<file path="src/hw/mpp_map.vh">
// offsets, field positions, reset values and codes for the mode parameter parser
`ifndef MPP_MAP_VH
`define MPP_MAP_VH
// register byte offsets
`define MPP_CTRL_OFS     8'h00
`define MPP_STAT_OFS     8'h04
`define MPP_OPER_OFS     8'h08
`define MPP_ERRP_OFS     8'h0c
`define MPP_BCNT_OFS     8'h10
`define MPP_BLEN_OFS     8'h14
`define MPP_SENSE_OFS    8'h18
// control fields
`define MPP_CTRL_START   0
`define MPP_CTRL_SAVE    1
`define MPP_CTRL_LEN_LO  8
// list layout
`define MPP_HDR_BYTES    3'd4
`define MPP_DESC_BYTES   3'd7
`define MPP_MEDIUM_TYPE  8'h00
`define MPP_PAGE_MASK    8'h3f
// page codes
`define MPP_PG_OPER      6'h00
`define MPP_PG_ERR       6'h01
// error recovery page bits (byte 2)
`define MPP_B_SEND       5
`define MPP_B_EARLY      3
`define MPP_B_POST       2
`define MPP_B_STOP       1
`define MPP_B_NOCORR     0
// operating page bits (byte 2)
`define MPP_B_USAGE      7
`define MPP_B_INHIBIT    6
`define MPP_B_RSTAT      5
`define MPP_B_RESETST    4
// reset values
`define MPP_RETRY_RST    8'h08
`define MPP_FLAGS_RST    8'h00
`define MPP_DTQ_RST      8'h00
`endif

</file>
<file path="src/hw/mpp_parser.v">
// mode parameter list parser with flag application, error policy and axi4-lite registers
`timescale 1ns/1ps
`include "mpp_map.vh"
// Function
// - header, descriptors, pages; zero length moves nothing
// - medium type zero; descriptor length eight per
// - descriptor: density, 24-bit count, reserved, length
// - zero count means max; zero length keeps
// - page code low six bits, length byte
// - decode page codes; ignore reserved ranges
// - format and geometry pages never altered here
// - one parameter set for whole drive
// - operating page flags and device qualifier
// - usage overflow raises error on next command
// - recovery inhibit reports every error unrecovered
// - recovered status report, void while inhibited
// - reset status report enabled by zero
// - error page flags and retry count layout
// - send failing block data when flag set
// - sense address is erring block itself
// - early correction before retries; else retries first
// - early correction with no correction is illegal
// - post error: check condition, last/first address
// - no post: only errors beyond limits posted, unless the recovered status report flag is set
// - stop on error with post stops immediately
// - stop without post is illegal request
// - no stop: post recovered after transfer ends
// - no correction disables correction only
// - retry count default eight
// - save bit saves savable pages after update
module mpp_parser #(
    parameter ADDR_W = 8
) (
    input  wire              clk,
    input  wire              reset,
    // axi4-lite slave
    input  wire [ADDR_W-1:0] s_axi_awaddr,
    input  wire              s_axi_awvalid,
    output wire              s_axi_awready,
    input  wire [31:0]       s_axi_wdata,
    input  wire [3:0]        s_axi_wstrb,
    input  wire              s_axi_wvalid,
    output wire              s_axi_wready,
    output reg  [1:0]        s_axi_bresp,
    output reg               s_axi_bvalid,
    input  wire              s_axi_bready,
    input  wire [ADDR_W-1:0] s_axi_araddr,
    input  wire              s_axi_arvalid,
    output wire              s_axi_arready,
    output reg  [31:0]       s_axi_rdata,
    output reg  [1:0]        s_axi_rresp,
    output reg               s_axi_rvalid,
    input  wire              s_axi_rready,
    // parameter byte stream from the data-out phase
    input  wire              prm_valid,
    input  wire [7:0]        prm_data,
    output wire              prm_ready,
    // media error events from the read channel
    input  wire              err_valid,
    input  wire              err_unrecov,
    input  wire [23:0]       err_lba,
    input  wire              xfer_end,
    input  wire              usage_ovf,
    input  wire              cmd_start,
    // policy outputs
    output wire              recovery_enable,
    output wire              correct_first,
    output wire              correct_enable,
    output wire [7:0]        retry_count,
    output wire              send_failing_block,
    output wire              report_reset_status,
    output reg               check_cond,
    output reg               sense_recovered,
    output reg  [23:0]       sense_lba,
    output reg               xfer_stop,
    output reg               usage_error,
    output reg               save_pulse,
    output reg               illegal_request
);

// ---------------------------------------------------------------
// parser states
// ---------------------------------------------------------------
localparam [2:0] ST_IDLE  = 3'd0;
localparam [2:0] ST_HDR   = 3'd1;
localparam [2:0] ST_DESC  = 3'd2;
localparam [2:0] ST_PCODE = 3'd3;
localparam [2:0] ST_PLEN  = 3'd4;
localparam [2:0] ST_BODY  = 3'd5;
localparam [2:0] ST_APPLY = 3'd6;

reg  [2:0]  state_q;
reg  [7:0]  remain_q;      // list bytes still to come
reg  [2:0]  idx_q;         // byte index inside header or descriptor
reg  [7:0]  dlen_q;        // descriptor bytes still to come
reg  [5:0]  pcode_q;
reg  [7:0]  plen_q;
reg  [7:0]  pcnt_q;
reg  [7:0]  pb2_q;         // staged page byte 2
reg  [7:0]  pb3_q;         // staged page byte 3
reg  [23:0] dcnt_tmp_q;
reg  [23:0] dlen_tmp_q;
reg         save_q;
reg         done_q;
// one drive-wide parameter set, never per initiator
reg  [7:0]  oper_q;
reg  [7:0]  dtq_q;
reg  [7:0]  errf_q;
reg  [7:0]  retry_q;
reg  [23:0] bcnt_q;
reg  [23:0] blen_q;
reg         bcnt_max_q;
reg         blen_keep_q;
reg         rec_pend_q;
reg         unrec_seen_q;

wire byte_ok = prm_valid && prm_ready;
wire last_b  = (remain_q == 8'h01);

// byte stream stalls while idle or applying a page
assign prm_ready = (state_q != ST_IDLE) && (state_q != ST_APPLY);

// ---------------------------------------------------------------
// register bus
// ---------------------------------------------------------------
reg              aw_got_q;
reg              w_got_q;
reg [ADDR_W-1:0] awaddr_q;
reg [31:0]       wdata_q;
reg              wstrb0_q;

assign s_axi_awready = !aw_got_q && !s_axi_bvalid;
assign s_axi_wready  = !w_got_q && !s_axi_bvalid;
assign s_axi_arready = !s_axi_rvalid;

wire wr_fire  = aw_got_q && w_got_q && !s_axi_bvalid;
wire ctrl_hit = (awaddr_q[7:0] == `MPP_CTRL_OFS);
wire start    = wr_fire && ctrl_hit && wstrb0_q && wdata_q[`MPP_CTRL_START] && (state_q == ST_IDLE);

// word that a read at the given offset returns, and whether it is mapped
function [32:0] rd_word;
    input [7:0] a;
    begin
        if (a == `MPP_CTRL_OFS) begin
            rd_word = {1'b1, 22'h0, save_q, 1'b0, remain_q};
        end else if (a == `MPP_STAT_OFS) begin
            rd_word = {1'b1, 24'h0, blen_keep_q, bcnt_max_q, rec_pend_q, usage_error,
                       illegal_request, done_q, state_q != ST_IDLE, 1'b0};
        end else if (a == `MPP_OPER_OFS) begin
            rd_word = {1'b1, 16'h0, dtq_q, oper_q};
        end else if (a == `MPP_ERRP_OFS) begin
            rd_word = {1'b1, 16'h0, retry_q, errf_q};
        end else if (a == `MPP_BCNT_OFS) begin
            rd_word = {1'b1, 8'h0, bcnt_q};
        end else if (a == `MPP_BLEN_OFS) begin
            rd_word = {1'b1, 8'h0, blen_q};
        end else if (a == `MPP_SENSE_OFS) begin
            rd_word = {1'b1, 8'h0, sense_lba};
        end else begin
            rd_word = 33'h0;
        end
    end
endfunction

wire [32:0] rd_sel = rd_word(s_axi_araddr[7:0]);

// write channel: address and data taken in either order
always @(posedge clk) begin
    if (reset) begin
        aw_got_q     <= 1'b0;
        w_got_q      <= 1'b0;
        awaddr_q     <= {ADDR_W{1'b0}};
        wdata_q      <= 32'h0;
        wstrb0_q     <= 1'b0;
        s_axi_bvalid <= 1'b0;
        s_axi_bresp  <= 2'b00;
    end else begin
        if (s_axi_awvalid && s_axi_awready) begin
            aw_got_q <= 1'b1;
            awaddr_q <= s_axi_awaddr;
        end
        if (s_axi_wvalid && s_axi_wready) begin
            w_got_q  <= 1'b1;
            wdata_q  <= s_axi_wdata;
            wstrb0_q <= s_axi_wstrb[0];
        end
        if (wr_fire) begin
            aw_got_q     <= 1'b0;
            w_got_q      <= 1'b0;
            s_axi_bvalid <= 1'b1;
            s_axi_bresp  <= ctrl_hit ? 2'b00 : 2'b10; // only control is writable
        end else if (s_axi_bready) begin
            s_axi_bvalid <= 1'b0;
        end
    end
end

// read channel: answer one cycle after the address is taken
always @(posedge clk) begin
    if (reset) begin
        s_axi_rvalid <= 1'b0;
        s_axi_rdata  <= 32'h0;
        s_axi_rresp  <= 2'b00;
    end else if (s_axi_arvalid && s_axi_arready) begin
        s_axi_rvalid <= 1'b1;
        s_axi_rdata  <= rd_sel[31:0];
        s_axi_rresp  <= rd_sel[32] ? 2'b00 : 2'b10;
    end else if (s_axi_rready) begin
        s_axi_rvalid <= 1'b0;
    end
end

// ---------------------------------------------------------------
// list parser
// ---------------------------------------------------------------
wire [7:0] err_new  = pb2_q;
// reject combinations before anything of the page is applied
wire bad_combo = (err_new[`MPP_B_EARLY] && err_new[`MPP_B_NOCORR]) ||
                 (err_new[`MPP_B_STOP] && !err_new[`MPP_B_POST]);
wire err_page  = (pcode_q == `MPP_PG_ERR);

always @(posedge clk) begin
    if (reset) begin
        state_q         <= ST_IDLE;
        remain_q        <= 8'h00;
        idx_q           <= 3'd0;
        dlen_q          <= 8'h00;
        pcode_q         <= 6'h00;
        plen_q          <= 8'h00;
        pcnt_q          <= 8'h00;
        pb2_q           <= 8'h00;
        pb3_q           <= 8'h00;
        dcnt_tmp_q      <= 24'h0;
        dlen_tmp_q      <= 24'h0;
        save_q          <= 1'b0;
        done_q          <= 1'b0;
        save_pulse      <= 1'b0;
        illegal_request <= 1'b0;
        oper_q          <= `MPP_FLAGS_RST;
        dtq_q           <= `MPP_DTQ_RST;
        errf_q          <= `MPP_FLAGS_RST;
        retry_q         <= `MPP_RETRY_RST;
        bcnt_q          <= 24'h0;
        blen_q          <= 24'h0;
        bcnt_max_q      <= 1'b1;
        blen_keep_q     <= 1'b1;
    end else begin
        save_pulse <= 1'b0;
        case (state_q)
            ST_IDLE: begin
                if (start) begin
                    remain_q        <= wdata_q[`MPP_CTRL_LEN_LO+7:`MPP_CTRL_LEN_LO];
                    save_q          <= wdata_q[`MPP_CTRL_SAVE];
                    illegal_request <= 1'b0;
                    done_q          <= 1'b0;
                    idx_q           <= 3'd0;
                    if (wdata_q[`MPP_CTRL_LEN_LO+7:`MPP_CTRL_LEN_LO] == 8'h00) begin
                        done_q <= 1'b1;
                    end else begin
                        state_q <= ST_HDR;
                    end
                end
            end
            ST_HDR: begin
                if (byte_ok) begin
                    idx_q <= idx_q + 3'd1;
                    if (idx_q == 3'd1 && prm_data != `MPP_MEDIUM_TYPE) begin
                        illegal_request <= 1'b1;
                    end
                    if (idx_q == 3'd3) begin
                        dlen_q <= prm_data;
                        idx_q  <= 3'd0;
                        if (prm_data[2:0] != 3'd0) begin
                            illegal_request <= 1'b1;
                        end
                        state_q <= (prm_data != 8'h00) ? ST_DESC : ST_PCODE;
                    end
                end
            end
            ST_DESC: begin
                if (byte_ok) begin
                    idx_q  <= idx_q + 3'd1;
                    dlen_q <= dlen_q - 8'h01;
                    // bytes 1-3 count, 4 reserved, 5-7 length, msb first
                    if (idx_q >= 3'd1 && idx_q <= 3'd3) begin
                        dcnt_tmp_q <= {dcnt_tmp_q[15:0], prm_data};
                    end
                    if (idx_q >= 3'd5) begin
                        dlen_tmp_q <= {dlen_tmp_q[15:0], prm_data};
                    end
                    if (idx_q == `MPP_DESC_BYTES) begin
                        bcnt_q      <= dcnt_tmp_q;
                        bcnt_max_q  <= (dcnt_tmp_q == 24'h0);
                        blen_keep_q <= ({dlen_tmp_q[15:0], prm_data} == 24'h0);
                        if ({dlen_tmp_q[15:0], prm_data} != 24'h0) begin
                            blen_q <= {dlen_tmp_q[15:0], prm_data};
                        end
                    end
                    if (dlen_q == 8'h01) begin
                        state_q <= ST_PCODE;
                    end
                end
            end
            ST_PCODE: begin
                if (byte_ok) begin
                    pcode_q <= prm_data[5:0];
                    state_q <= ST_PLEN;
                end
            end
            ST_PLEN: begin
                if (byte_ok) begin
                    plen_q  <= prm_data;
                    pcnt_q  <= 8'h00;
                    pb2_q   <= 8'h00;
                    pb3_q   <= 8'h00;
                    state_q <= (prm_data == 8'h00) ? ST_PCODE : ST_BODY;
                end
            end
            ST_BODY: begin
                if (byte_ok) begin
                    // unknown codes are stepped over by their own length
                    pcnt_q <= pcnt_q + 8'h01;
                    if (pcnt_q == 8'h00) begin
                        pb2_q <= prm_data;
                    end
                    if (pcnt_q == 8'h01) begin
                        pb3_q <= prm_data;
                    end
                    if (pcnt_q + 8'h01 == plen_q) begin
                        state_q <= ST_APPLY;
                    end
                end
            end
            ST_APPLY: begin
                // only operating and error pages change state; dma, format,
                // geometry and identification pages leave it alone
                if (pcode_q == `MPP_PG_OPER) begin
                    oper_q <= {pb2_q[7:4], 4'h0};
                    if (plen_q >= 8'h02) begin
                        dtq_q <= pb3_q;
                    end
                end else if (err_page && bad_combo) begin
                    illegal_request <= 1'b1;
                end else if (err_page) begin
                    errf_q <= pb2_q & 8'h2f;
                    if (plen_q >= 8'h02) begin
                        retry_q <= pb3_q;
                    end
                end
                state_q <= (remain_q == 8'h00) ? ST_IDLE : ST_PCODE;
                if (remain_q == 8'h00) begin
                    done_q     <= 1'b1;
                    save_pulse <= save_q && !illegal_request && !(err_page && bad_combo);
                end
            end
            default: begin
                state_q <= ST_IDLE;
            end
        endcase
        // list length bounds every byte state; a page cut short is dropped
        if (byte_ok) begin
            remain_q <= remain_q - 8'h01;
            if (last_b && !(state_q == ST_BODY && pcnt_q + 8'h01 == plen_q)) begin
                state_q    <= ST_IDLE;
                done_q     <= 1'b1;
                save_pulse <= save_q && !illegal_request;
            end
        end
    end
end

// ---------------------------------------------------------------
// error policy decode
// ---------------------------------------------------------------
wire inhibit_w = oper_q[`MPP_B_INHIBIT];
wire post_w    = errf_q[`MPP_B_POST];
wire stop_w    = errf_q[`MPP_B_STOP];

assign recovery_enable     = !inhibit_w;
assign correct_enable      = !inhibit_w && !errf_q[`MPP_B_NOCORR];
assign correct_first       = correct_enable && errf_q[`MPP_B_EARLY];
assign retry_count         = retry_q;
assign send_failing_block  = errf_q[`MPP_B_SEND];
assign report_reset_status = !oper_q[`MPP_B_RESETST];

// recovered errors count as reportable only when posting or the recovered status report is asked and
// recovery is allowed at all; an inhibited drive treats every error as hard
wire rec_ev   = err_valid && !err_unrecov && !inhibit_w;
wire hard_ev  = err_valid && (err_unrecov || inhibit_w);
wire rec_post = post_w || oper_q[`MPP_B_RSTAT];

always @(posedge clk) begin
    if (reset) begin
        check_cond      <= 1'b0;
        sense_recovered <= 1'b0;
        sense_lba       <= 24'h0;
        xfer_stop       <= 1'b0;
        rec_pend_q      <= 1'b0;
        unrec_seen_q    <= 1'b0;
        usage_error     <= 1'b0;
    end else begin
        check_cond <= 1'b0;
        xfer_stop  <= 1'b0;
        // overflow wins over the clear at the next command's start
        if (usage_ovf && oper_q[`MPP_B_USAGE]) begin
            usage_error <= 1'b1;
        end else if (cmd_start) begin
            usage_error <= 1'b0;
        end
        if (cmd_start) begin
            rec_pend_q   <= 1'b0;
            unrec_seen_q <= 1'b0;
        end
        if (hard_ev && !unrec_seen_q) begin
            // first hard error always posts and ends the transfer
            sense_lba       <= err_lba;
            sense_recovered <= 1'b0;
            check_cond      <= 1'b1;
            xfer_stop       <= 1'b1;
            unrec_seen_q    <= 1'b1;
            rec_pend_q      <= 1'b0;
        end else if (rec_ev && rec_post && !unrec_seen_q) begin
            sense_lba       <= err_lba;
            sense_recovered <= 1'b1;
            if (stop_w) begin
                check_cond   <= 1'b1;
                xfer_stop    <= 1'b1;
                unrec_seen_q <= 1'b1;
            end else begin
                rec_pend_q <= 1'b1;
            end
        end else if (xfer_end && rec_pend_q) begin
            check_cond <= 1'b1;
            rec_pend_q <= 1'b0;
        end
    end
end

endmodule // mpp_parser

</file>
<file path="config.mk">
export PLATFORM = sky130hd
export DESIGN_NAME = mpp_parser
export DESIGN_NICKNAME = d
export VERILOG_FILES = /design/src/hw/mpp_parser.v
export VERILOG_INCLUDE_DIRS = /design/src /design/src/hw
export SDC_FILE = /design/constraint.sdc
export NUM_CORES = 1
export LEC_CHECK = 0
export ABC_AREA = 0
export BUFFER_PORTS_ARGS = -buffer_cell sky130_fd_sc_hd__clkbuf_2
export CAP_MARGIN = 0
export CORE_MARGIN = 3
export CORE_UTILIZATION = 61
export DETAILED_ROUTE_END_ITERATION = 7
export PLACE_DENSITY_LB_ADDON = 0.2
export SLEW_MARGIN = 20
export SYNTH_ARGS = -nofsm -noshare
export SYNTH_HDL_FRONTEND = slang
export SYNTH_SLANG_ARGS = --single-unit
</file>
<file path="constraint.sdc">
create_clock -name clk -period 3.9 [get_ports clk]
set_input_delay 0.975 -clock clk [delete_from_list [all_inputs] [get_ports clk]]
set_output_delay 0.975 -clock clk [all_outputs]
set_load 0.01 [all_outputs]
</file>
Yosys cells after proc, flatten, opt, wreduce, memory -nomap -nowiden
Cells that the tools add are included.

Bitwise operators: 2. Mux-type cells: 86. $lt $le $gt $ge: 4. Add/subtract/negate cells: 4. Shifts and indexed selects: 0. Divide/modulo/power cells: 0. Eq/ne operators: 31. Reduce and logical (&&, ||, !) cells: 92. Multiply operators: 0.

Operators with widths (count): 2-to-1 mux 33 bit (7); 2-to-1 mux 8 bit (12); case mux 8 bit (2 select lines) (4); 2-to-1 mux 3 bit (17); zero test 24 bit (2); zero test 8 bit (6); 2-to-1 mux 24 bit (2); 2-to-1 mux 1 bit (37); logical AND 1 bit (32); equality test 8 x 1 -> 1 bit (second input constant) (3); equality test 8 x 5 -> 1 bit (second input constant) (3); AND reduction 4 bit (6); nonzero test 24 bit (1); case mux 3 bit (7 select lines) (1); != test 2 bit (second input constant) (10); equality test 8 x 4 -> 1 bit (second input constant) (2); nonzero test 2 bit (8); subtractor 8 x 1 -> 8 bit (second input constant) (2); AND reduction 3 bit (5); zero test 1 bit (13); equality test 3 bit (second input constant) (4); nonzero test 3 bit (4); AND reduction 2 bit (5); AND reduction 5 bit (2); 22 further kinds (31).

Output and inout port bits: 85. Memory bits (read-only): 0. Memories: 0. Register bits after elaboration: 274. Bits in latches: 0. Logic and storage cells: 259. Input port bits: 97. RAM bits: 0.

Logic depth before layout (Yosys ltp)
Gate-level depths: netlist of the first run.

Word-level depth: 10. Depth in mapped cells: 10. Gate-level depth less buffers: 7.

Worst setup path before layout of the first run
Ideal clock, no wire load.

Path kind: input port to flip-flop. Start: input port prm_data[3]. End: register blen_q[17]. Library setup time: 128 ps. Setup slack: 1197 ps. Arrival time: 2575 ps. Stages on the path: 6. Path through: or4_1 -> or3_4 -> o21ai_4 -> buf_8 -> mux2i_1 -> nor2_1.

Cells in the longest elaborated chain, start to end: 2.

Ends and longest elaborated chain: start: declaration (RTL line mpp_parser.v:56) `input wire [7:0] prm_data,`; nonzero test 24 bit (RTL line mpp_parser.v:295) `if ({dlen_tmp_q[15:0], prm_data} != 24'h0) begin`; AND reduction 4 bit (no source line); end signal: assignment (RTL line mpp_parser.v:296) `blen_q <= {dlen_tmp_q[15:0], prm_data};`; end: declaration (RTL line mpp_parser.v:111) `reg [23:0] blen_q;`.

No other way between the ends. A chain may end at the register's enable or synchronous reset.

Worst setup path after layout of the first run
Start: register state_q[2]. End: output port prm_ready.

Cells in the longest elaborated chain, start to end: 2. Elaborated cells between the ends (all ways): 3. Those cells by class: 1 x eq/ne; 2 x reduce/logical.

Ends and longest elaborated chain: start: declaration (RTL line mpp_parser.v:92) `reg [2:0] state_q;`; start signal: assignment (RTL line mpp_parser.v:276) `state_q <= (prm_data != 8'h00) ? ST_DESC : ST_PCODE;`; start signal: assignment (RTL line mpp_parser.v:316) `state_q <= (prm_data == 8'h00) ? ST_PCODE : ST_BODY;`; start signal: assignment (RTL line mpp_parser.v:350) `state_q <= (remain_q == 8'h00) ? ST_IDLE : ST_PCODE;`; != test 3 bit / nonzero test 3 bit (equally long branches) (RTL line mpp_parser.v:121) `assign prm_ready = (state_q != ST_IDLE) && (state_q != ST_APPLY);`; logical AND 1 bit (*) (RTL line mpp_parser.v:121); end: declaration (RTL line mpp_parser.v:57) `output wire prm_ready,`.

Every way passes the cells marked *; elsewhere a longest branch is shown, timed or not.

==> flow_metrics.py, run 1 <==
metrics = {
    "status": {
        "status": "finished, final reports clean",
    },
    "critical_path": {
        "start_kind": "register",
        "crit_required_ns": 2.92,
        "slowest_stage": "nor3_1",
        "cp.arrival_ns": 1.73,
        "end_kind": "primary output",
        "crit_fanout": 11,
        "cpPeakStageDelay_ns": 0.52,
        "worstSetupPathType": "reg -> out",
        "cp_cell_sequence": "nor3_1, nor2_1, clkbuf_2",
    },
    "placement": {
        "place_hpwl_um": 21200,
        "gp_congestion": 0.876,
        "io_buffer_count": 146,
        "pre_cts_ws_ns": 0.757,
    },
    "pwr": {
        "clockPowerShare_pct": 45.6,
        "power_switching_mw": 1.25,
        "pwr-share-seq_pct": 48.9,
        "p_int_mw": 4.29,
        "combPwrFrac_pct": 5.6,
        "peakVddDrop_mv": 0.353,
        "p_per_area_nw_per_um2": 422,
        "power_leakage_nw": 5.61,
        "sw_frac_of_total_pct": 22.6,
    },
    "timing": {
        "timing_hold_violations_final": 0,
        "slew_headroom_pct": 30.2,
        "worst_pin_slew_ns": 1.05,
        "skew_ns": 0.00851,
        "period_minus_slack_ns": 2.70,
        "fmax_ghz": 0.370,
        "setup_violations": 0,
        "fin_ws_ns": 1.20,
        "finalSetupTns_ns": 0,
        "finalCritPeriodShare_pct": 69.2,
        "rsz0062_at_grt": "false",
        "slew_violations": 0,
    },
    "global_routing": {
        "grt_usage_pct": 28.9,
        "grt_max_degree": 169,
        "antenna_found_initial": 1,
        "grt_pass1_vias": 9358,
        "grt_pass1_wl_um": 48200,
        "grt_remaining_overflow": 0,
    },
    "clock_tree": {
        "cts_made_buffers": 28,
        "cts-hold-fix-buffers": 0,
        "cts.repair.resized": 0,
        "postCtsSetupRepairBufs": 0,
        "max-clock-path-buffers": 3,
        "path_clk_slew_ns": 0.06,
        "cts_tree": "yes",
        "clk_latency_ns": 0.53,
        "clkSinkCount": 258,
        "htreeDepth": 1,
        "cts_root_buffer": "clkbuf_16",
    },
    "cells_and_area": {
        "synthToLayoutAreaGrowth_pct": 14.4,
        "nNetsFinal": 1581,
        "regArea_um2": 5160,
        "multi_input_area_um2": 5820,
        "drive_gt1_share_pct": 15.3,
        "fill_cells": 1467,
        "antenna_cells": 0,
    },
    "die": {
        "start_util_pct": 62.9,
        "io_pins": 182,
        "core_area_um2": 18200,
        "dieHeight_um": 143,
        "std_cell_rows": 49,
        "die_x_um": 143,
        "fp.dieArea_um2": 20500,
    },
    "synthesis": {
        "yosysWarnings": 0,
        "synth_top_cell_by_area": "dfxtp_1",
        "async_flop_share_pct": 0,
        "syn_avg_cell_area_um2": 8.41,
        "synth_area_um2": 11500,
        "synth_flop_cell": "dfxtp_1",
        "synth-edff-count": 0,
        "yosysTopAreaCellShare_pct": 45.1,
        "ys_seq_elements": 258,
        "ys_top_cells_by_area": "dfxtp_1, mux2i_1, nand2_1",
        "seq_area_frac_synth_pct": 45.1,
        "synth.distinct_cells": 69,
        "synth_cells": 1362,
    },
    "route": {
        "firstDrtPassIters": 5,
        "wl_per_cell_um": 17.8,
        "drc": 0,
        "drtIter0Drc": 895,
        "via_per_inst": 5.96,
        "ant_nets": 0,
        "via_count": 10233,
        "routed_wl_um": 30500,
    },
    "job": {
        "max-cap-violations": 0,
    },
    "hold_path": {
        "min_path_type": "reg -> reg",
    },
}
==> power groups by stage <==
stage,clock (mW),combinational [mW],sequential (mW)
after floorplan,0,0.181,2.76
after global placement,0,0.300,2.76
after detailed placement,0,0.304,2.76
after CTS,2.56,0.306,2.71
after global routing,2.66,0.340,2.71
final,2.52,0.308,2.71
==> layout by cell type (no fill, tap or decap), types with 20 or more instances in the layout <==
cell type,netlist,routed
dfxtp_1,258,258
nand2_1,227,227
nor2_1,177,177
clkbuf_2,0,145
a21oi_1,140,139
mux2i_1,134,134
o21ai_0,36,36
nand3_1,30,30
clkbuf_16,0,29
nor3_1,23,23
nor4_1,23,22
inv_1,20,20
==> cells in the mapped netlist, types with 6 or more instances <==
| cell type | instances |
|---|---|
| a221oi_1 | 12 |
| or4_1 | 7 |
| buf_2 | 13 |
| o21ai_0 | 36 |
| buf_4 | 10 |
| a31oi_1 | 11 |
| nor4_1 | 23 |
| mux2_2 | 9 |
| nand2_1 | 227 |
| dfxtp_1 | 258 |
| nand4_1 | 6 |
| nor2_1 | 177 |
| a21o_1 | 7 |
| a22oi_1 | 11 |
| or3_1 | 6 |
| clkbuf_1 | 63 |
| a211oi_1 | 7 |
| ha_1 | 13 |
| o211ai_1 | 6 |
| o22ai_1 | 6 |
| and2_1 | 9 |
| nor3_1 | 23 |
| and3_1 | 16 |
| a21oi_1 | 140 |
| mux2i_1 | 134 |
| xnor2_1 | 6 |
| nand3_1 | 30 |
| nor2b_1 | 9 |
| inv_1 | 20 |
==> final timing paths <==
check | from | endpoint | slack [ns] | depth (start not counted)
worst min-delay path | s_axi_rdata[16]$_SDFFE_PP0P_ | s_axi_rdata[16]$_SDFFE_PP0P_ | 0.45 | 2
worst max register to register | pcnt_q[0]$_SDFFE_PP0P_ | state_q[0]$_SDFF_PP0_ | 1.33 | 7
worst min register to register | s_axi_rdata[16]$_SDFFE_PP0P_ | s_axi_rdata[16]$_SDFFE_PP0P_ | 0.45 | 2
worst max-delay path | state_q[2]$_SDFF_PP0_ | prm_ready | 1.20 | 3
==> cells by family (layout without fill, tap and decap cells) <==
family	count (synthesis)	after routing	share of synthesized area, %
AOI/OAI and AO/OA	268	268	14.2
xor gates and xnor gates	11	11	0.841
adders and majority gates	13	13	1.42
buffers and inverters	114	230	4.51
DFF	258	258	45.1
muxes	143	143	12.6
other	1	10	0.0327
and+or+nand+nor	554	554	21.3
==> registers in the layout, indices dropped and copies added (netlist names), 3 cells and up <==
signal / count
errf_q: 5
dtq_q: 8
pcnt_q: 8
awaddr_q: 8
pcode_q: 6
dlen_tmp_q: 16
dcnt_tmp_q: 24
remain_q: 8
idx_q: 3
blen_q: 24
s_axi_rdata: 24
plen_q: 8
err_new: 8
pb3_q: 8
sense_lba: 24
retry_count: 8
dlen_q: 8
state_q: 3
oper_q: 4
wdata_q: 10
bcnt_q: 24
==> layer usage <==
layer | part of all wire [%] | global-route usage [%] | up-vias
li1 | - | - | 4946
met1 | 45 | 41.7 | 4818
met2 | 45 | 45.7 | 408
met3 | 7.6 | 3.78 | 59
met4 | 2.4 | 8.40 | 2
met5 | 0.043 | 0 | -
==> layout make-up <==
type	count	area share [%]
clock inverters	6	0.468
inverters	21	0.601
multi-input cells	999	44.4
well taps	229	2.19
flip-flops and latches	258	39.4
repair buffers	163	6.69
clock buffers	40	6.23
==> worst max-delay path, delay by kind of cell (launching register included) <==
kind | cells | cell delay [ns]
simple gates | 2 | 0.64
flops | 1 | 0.41
buf+inv | 1 | 0.15
==> metrics by stage <==
stage	total power [mW]	area (µm²)	util (%)	hold slack, ns	std cells
finish	5.54	13100	72.0	0.452	1716
global route	5.71	13100	72.0	0.469	1716
CTS	5.57	13100	72.0	0.456	1716
detailed placement	3.07	12200	67.2	0.449	1670
global placement	3.06	12200	67.2	0.439	1670
floorplan	2.95	11500	-	0.434	1371
Power figures use the tool's default switching activity.
==> inputs of run 2 (changes only) <==
Settings changed: CORE_UTILIZATION 61 to 57.
Clock period 3.9 ns to 2.5 ns, I/O delays scaled along.
==> run 2 against run 1 <==
Sequential share of layout area shrank 1.2 points. First-iteration DRC count shrank 8.3%. Final area grew 3.2%. Setup slack lost 1.1 ns. Core utilization shrank 2.9 points. Register-to-register slack lost 1.2 ns. Critical path depth grew 4. Sequential power grew 56%. Clock skew grew 0.011 ns. Routed wire length grew 3.3%. Critical endpoint is now state_q[0]$_SDFF_PP0_.
==> flow_metrics.py, run 2 (synthesis gave the netlist of run 1 again) <==
metrics = {
    "status": {
        "status": "finished, final reports clean",
    },
    "critical_path": {
        "cpPeakStageDelay_ns": 0.53,
        "slowest_stage": "or4_1",
        "cp_cell_sequence": "inv_1, ha_1, xor2_1, a2111o_1, or4_1, o21ai_1, o211a_1",
        "cp.arrival_ns": 2.87,
        "crit_fanout": 8,
        "start_kind": "register",
        "worstSetupPathType": "reg -> reg",
        "end_kind": "register",
        "crit_required_ns": 2.97,
    },
    "cells_and_area": {
        "nNetsFinal": 1613,
        "fill_cells": 1648,
        "drive_gt1_share_pct": 17.7,
        "synthToLayoutAreaGrowth_pct": 18.1,
        "final_common_cell": "dfxtp_1",
        "antenna_cells": 0,
        "fin_util_pct": 69.1,
        "final_cell_mix": "dfxtp_1, nand2_1, nor2_1",
    },
    "hold_path": {
        "min_path_type": "in -> reg",
    },
    "clock_tree": {
        "clk_latency_ns": 0.55,
        "path_clk_slew_ns": 0.06,
        "cts-hold-fix-buffers": 0,
        "cts_tree": "yes",
        "htreeDepth": 1,
        "cts_made_buffers": 28,
        "max-clock-path-buffers": 3,
        "cts.repair.resized": 0,
        "clkSinkCount": 258,
        "postCtsSetupRepairBufs": 0,
        "cts_root_buffer": "clkbuf_16",
    },
    "timing": {
        "setup_violations": 0,
        "fmax_ghz": 0.418,
        "slew_violations": 0,
        "skew_ns": 0.0198,
        "fin_ws_ns": 0.106,
        "timing_hold_violations_final": 0,
        "slew_headroom_pct": 58.8,
        "worst_pin_slew_ns": 0.616,
        "period_minus_slack_ns": 2.39,
        "finalSetupTns_ns": 0,
        "finalCritPeriodShare_pct": 95.8,
        "rsz0062_at_grt": "false",
    },
    "route": {
        "via_per_inst": 5.76,
        "drc": 0,
        "ant_nets": 0,
        "via_count": 10292,
        "routed_wl_um": 31500,
        "wl_per_cell_um": 17.6,
        "firstDrtPassIters": 5,
        "drtIter0Drc": 821,
    },
    "pwr": {
        "peakVddDrop_mv": 0.603,
        "power_leakage_nw": 5.82,
        "p_per_area_nw_per_um2": 653,
    },
    "die": {
        "fp.dieArea_um2": 21800,
        "dieHeight_um": 148,
        "io_pins": 182,
        "std_cell_rows": 51,
        "core_area_um2": 19600,
        "die_x_um": 148,
        "start_util_pct": 58.5,
    },
    "placement": {
        "gp_congestion": 0.956,
        "io_buffer_count": 146,
        "place_hpwl_um": 22400,
        "pre_cts_ws_ns": 0.00763,
    },
    "global_routing": {
        "grt_pass1_wl_um": 50700,
        "grt_max_degree": 93,
        "grt_pass1_vias": 9545,
        "grt_remaining_overflow": 0,
        "antenna_found_initial": 0,
        "grt_usage_pct": 28.2,
    },
    "job": {
        "max-cap-violations": 0,
    },
}
run 2: changes by cell type in the layout (fill, tap and decap cells not counted), sizes merged:
cell      previous run  this run
clkinvlp             1         3
clkbuf             185       182
buf                 18        50
inv                 21        20
bufinv               1         2
clkinv               4         9
run 2: layer usage:
metal	vias to the layer above	global-route usage, %	wire length, µm	part of all wire, %
met5	-	0	0	0
met4	0	7.18	587	1.9
met3	49	4.02	2280	7.2
met2	363	43.6	14100	45
met1	4878	41.7	14600	46
li1	5002	-	-	-
run 2: final timing paths:
| check | from | to | slack (ns) | cells after the start |
|---|---|---|---|---|
| worst min register to register | s_axi_rdata[21]$_SDFFE_PP0P_ | s_axi_rdata[21]$_SDFFE_PP0P_ | 0.45 | 2 |
| worst min-delay path | s_axi_rready | s_axi_rvalid$_SDFFE_PP0P_ | 0.29 | 2 |
| worst max register to register | pcnt_q[0]$_SDFFE_PP0P_ | state_q[0]$_SDFF_PP0_ | 0.11 | 7 |
| worst max-delay path | pcnt_q[0]$_SDFFE_PP0P_ | state_q[0]$_SDFF_PP0_ | 0.11 | 7 |
run 2: where the power goes:
group	internal, mW	switching [mW]	total [mW]
Clock	2.44	1.68	4.11
Combinational	0.181	0.326	0.508
Sequential	4.17	0.0473	4.22
Total	6.79	2.05	8.84
run 2: worst max-delay path: cells and delay by family, from the launching register on:
kind | cells | cell delay, ns
compound gates | 3 | 0.84
simple gates | 1 | 0.53
flops | 1 | 0.42
fa+ha+maj | 1 | 0.32
xor+xnor | 1 | 0.16
buf+inv | 1 | 0.07
run 2: final cells by class:
cell class / instances / area, µm² / area share [%]
Sequential cell: 258 / 5170 / 38.2
Clock buffer: 37 / 795 / 5.87
Tap cell: 265 / 332 / 2.45
Inverter: 21 / 78.8 / 0.583
Clock inverter: 13 / 134 / 0.990
Multi-Input combinational cell: 999 / 5830 / 43.1
Timing Repair Buffer: 195 / 1190 / 8.81
run 2: per-stage QoR:
| step | total power [mW] | cell area [µm²] | hold slack [ns] | cells |
|---|---|---|---|---|
| 2_1_floorplan | 4.60 | 11500 | 0.434 | 1371 |
| 3_3_place_gp | 4.81 | 12600 | 0.438 | 1738 |
| 3_5_place_dp | 4.81 | 12600 | 0.446 | 1738 |
| 4_1_cts | 8.88 | 13500 | 0.274 | 1788 |
| 5_1_grt | 9.13 | 13500 | 0.285 | 1788 |
| 6_report | 8.84 | 13500 | 0.286 | 1788 |
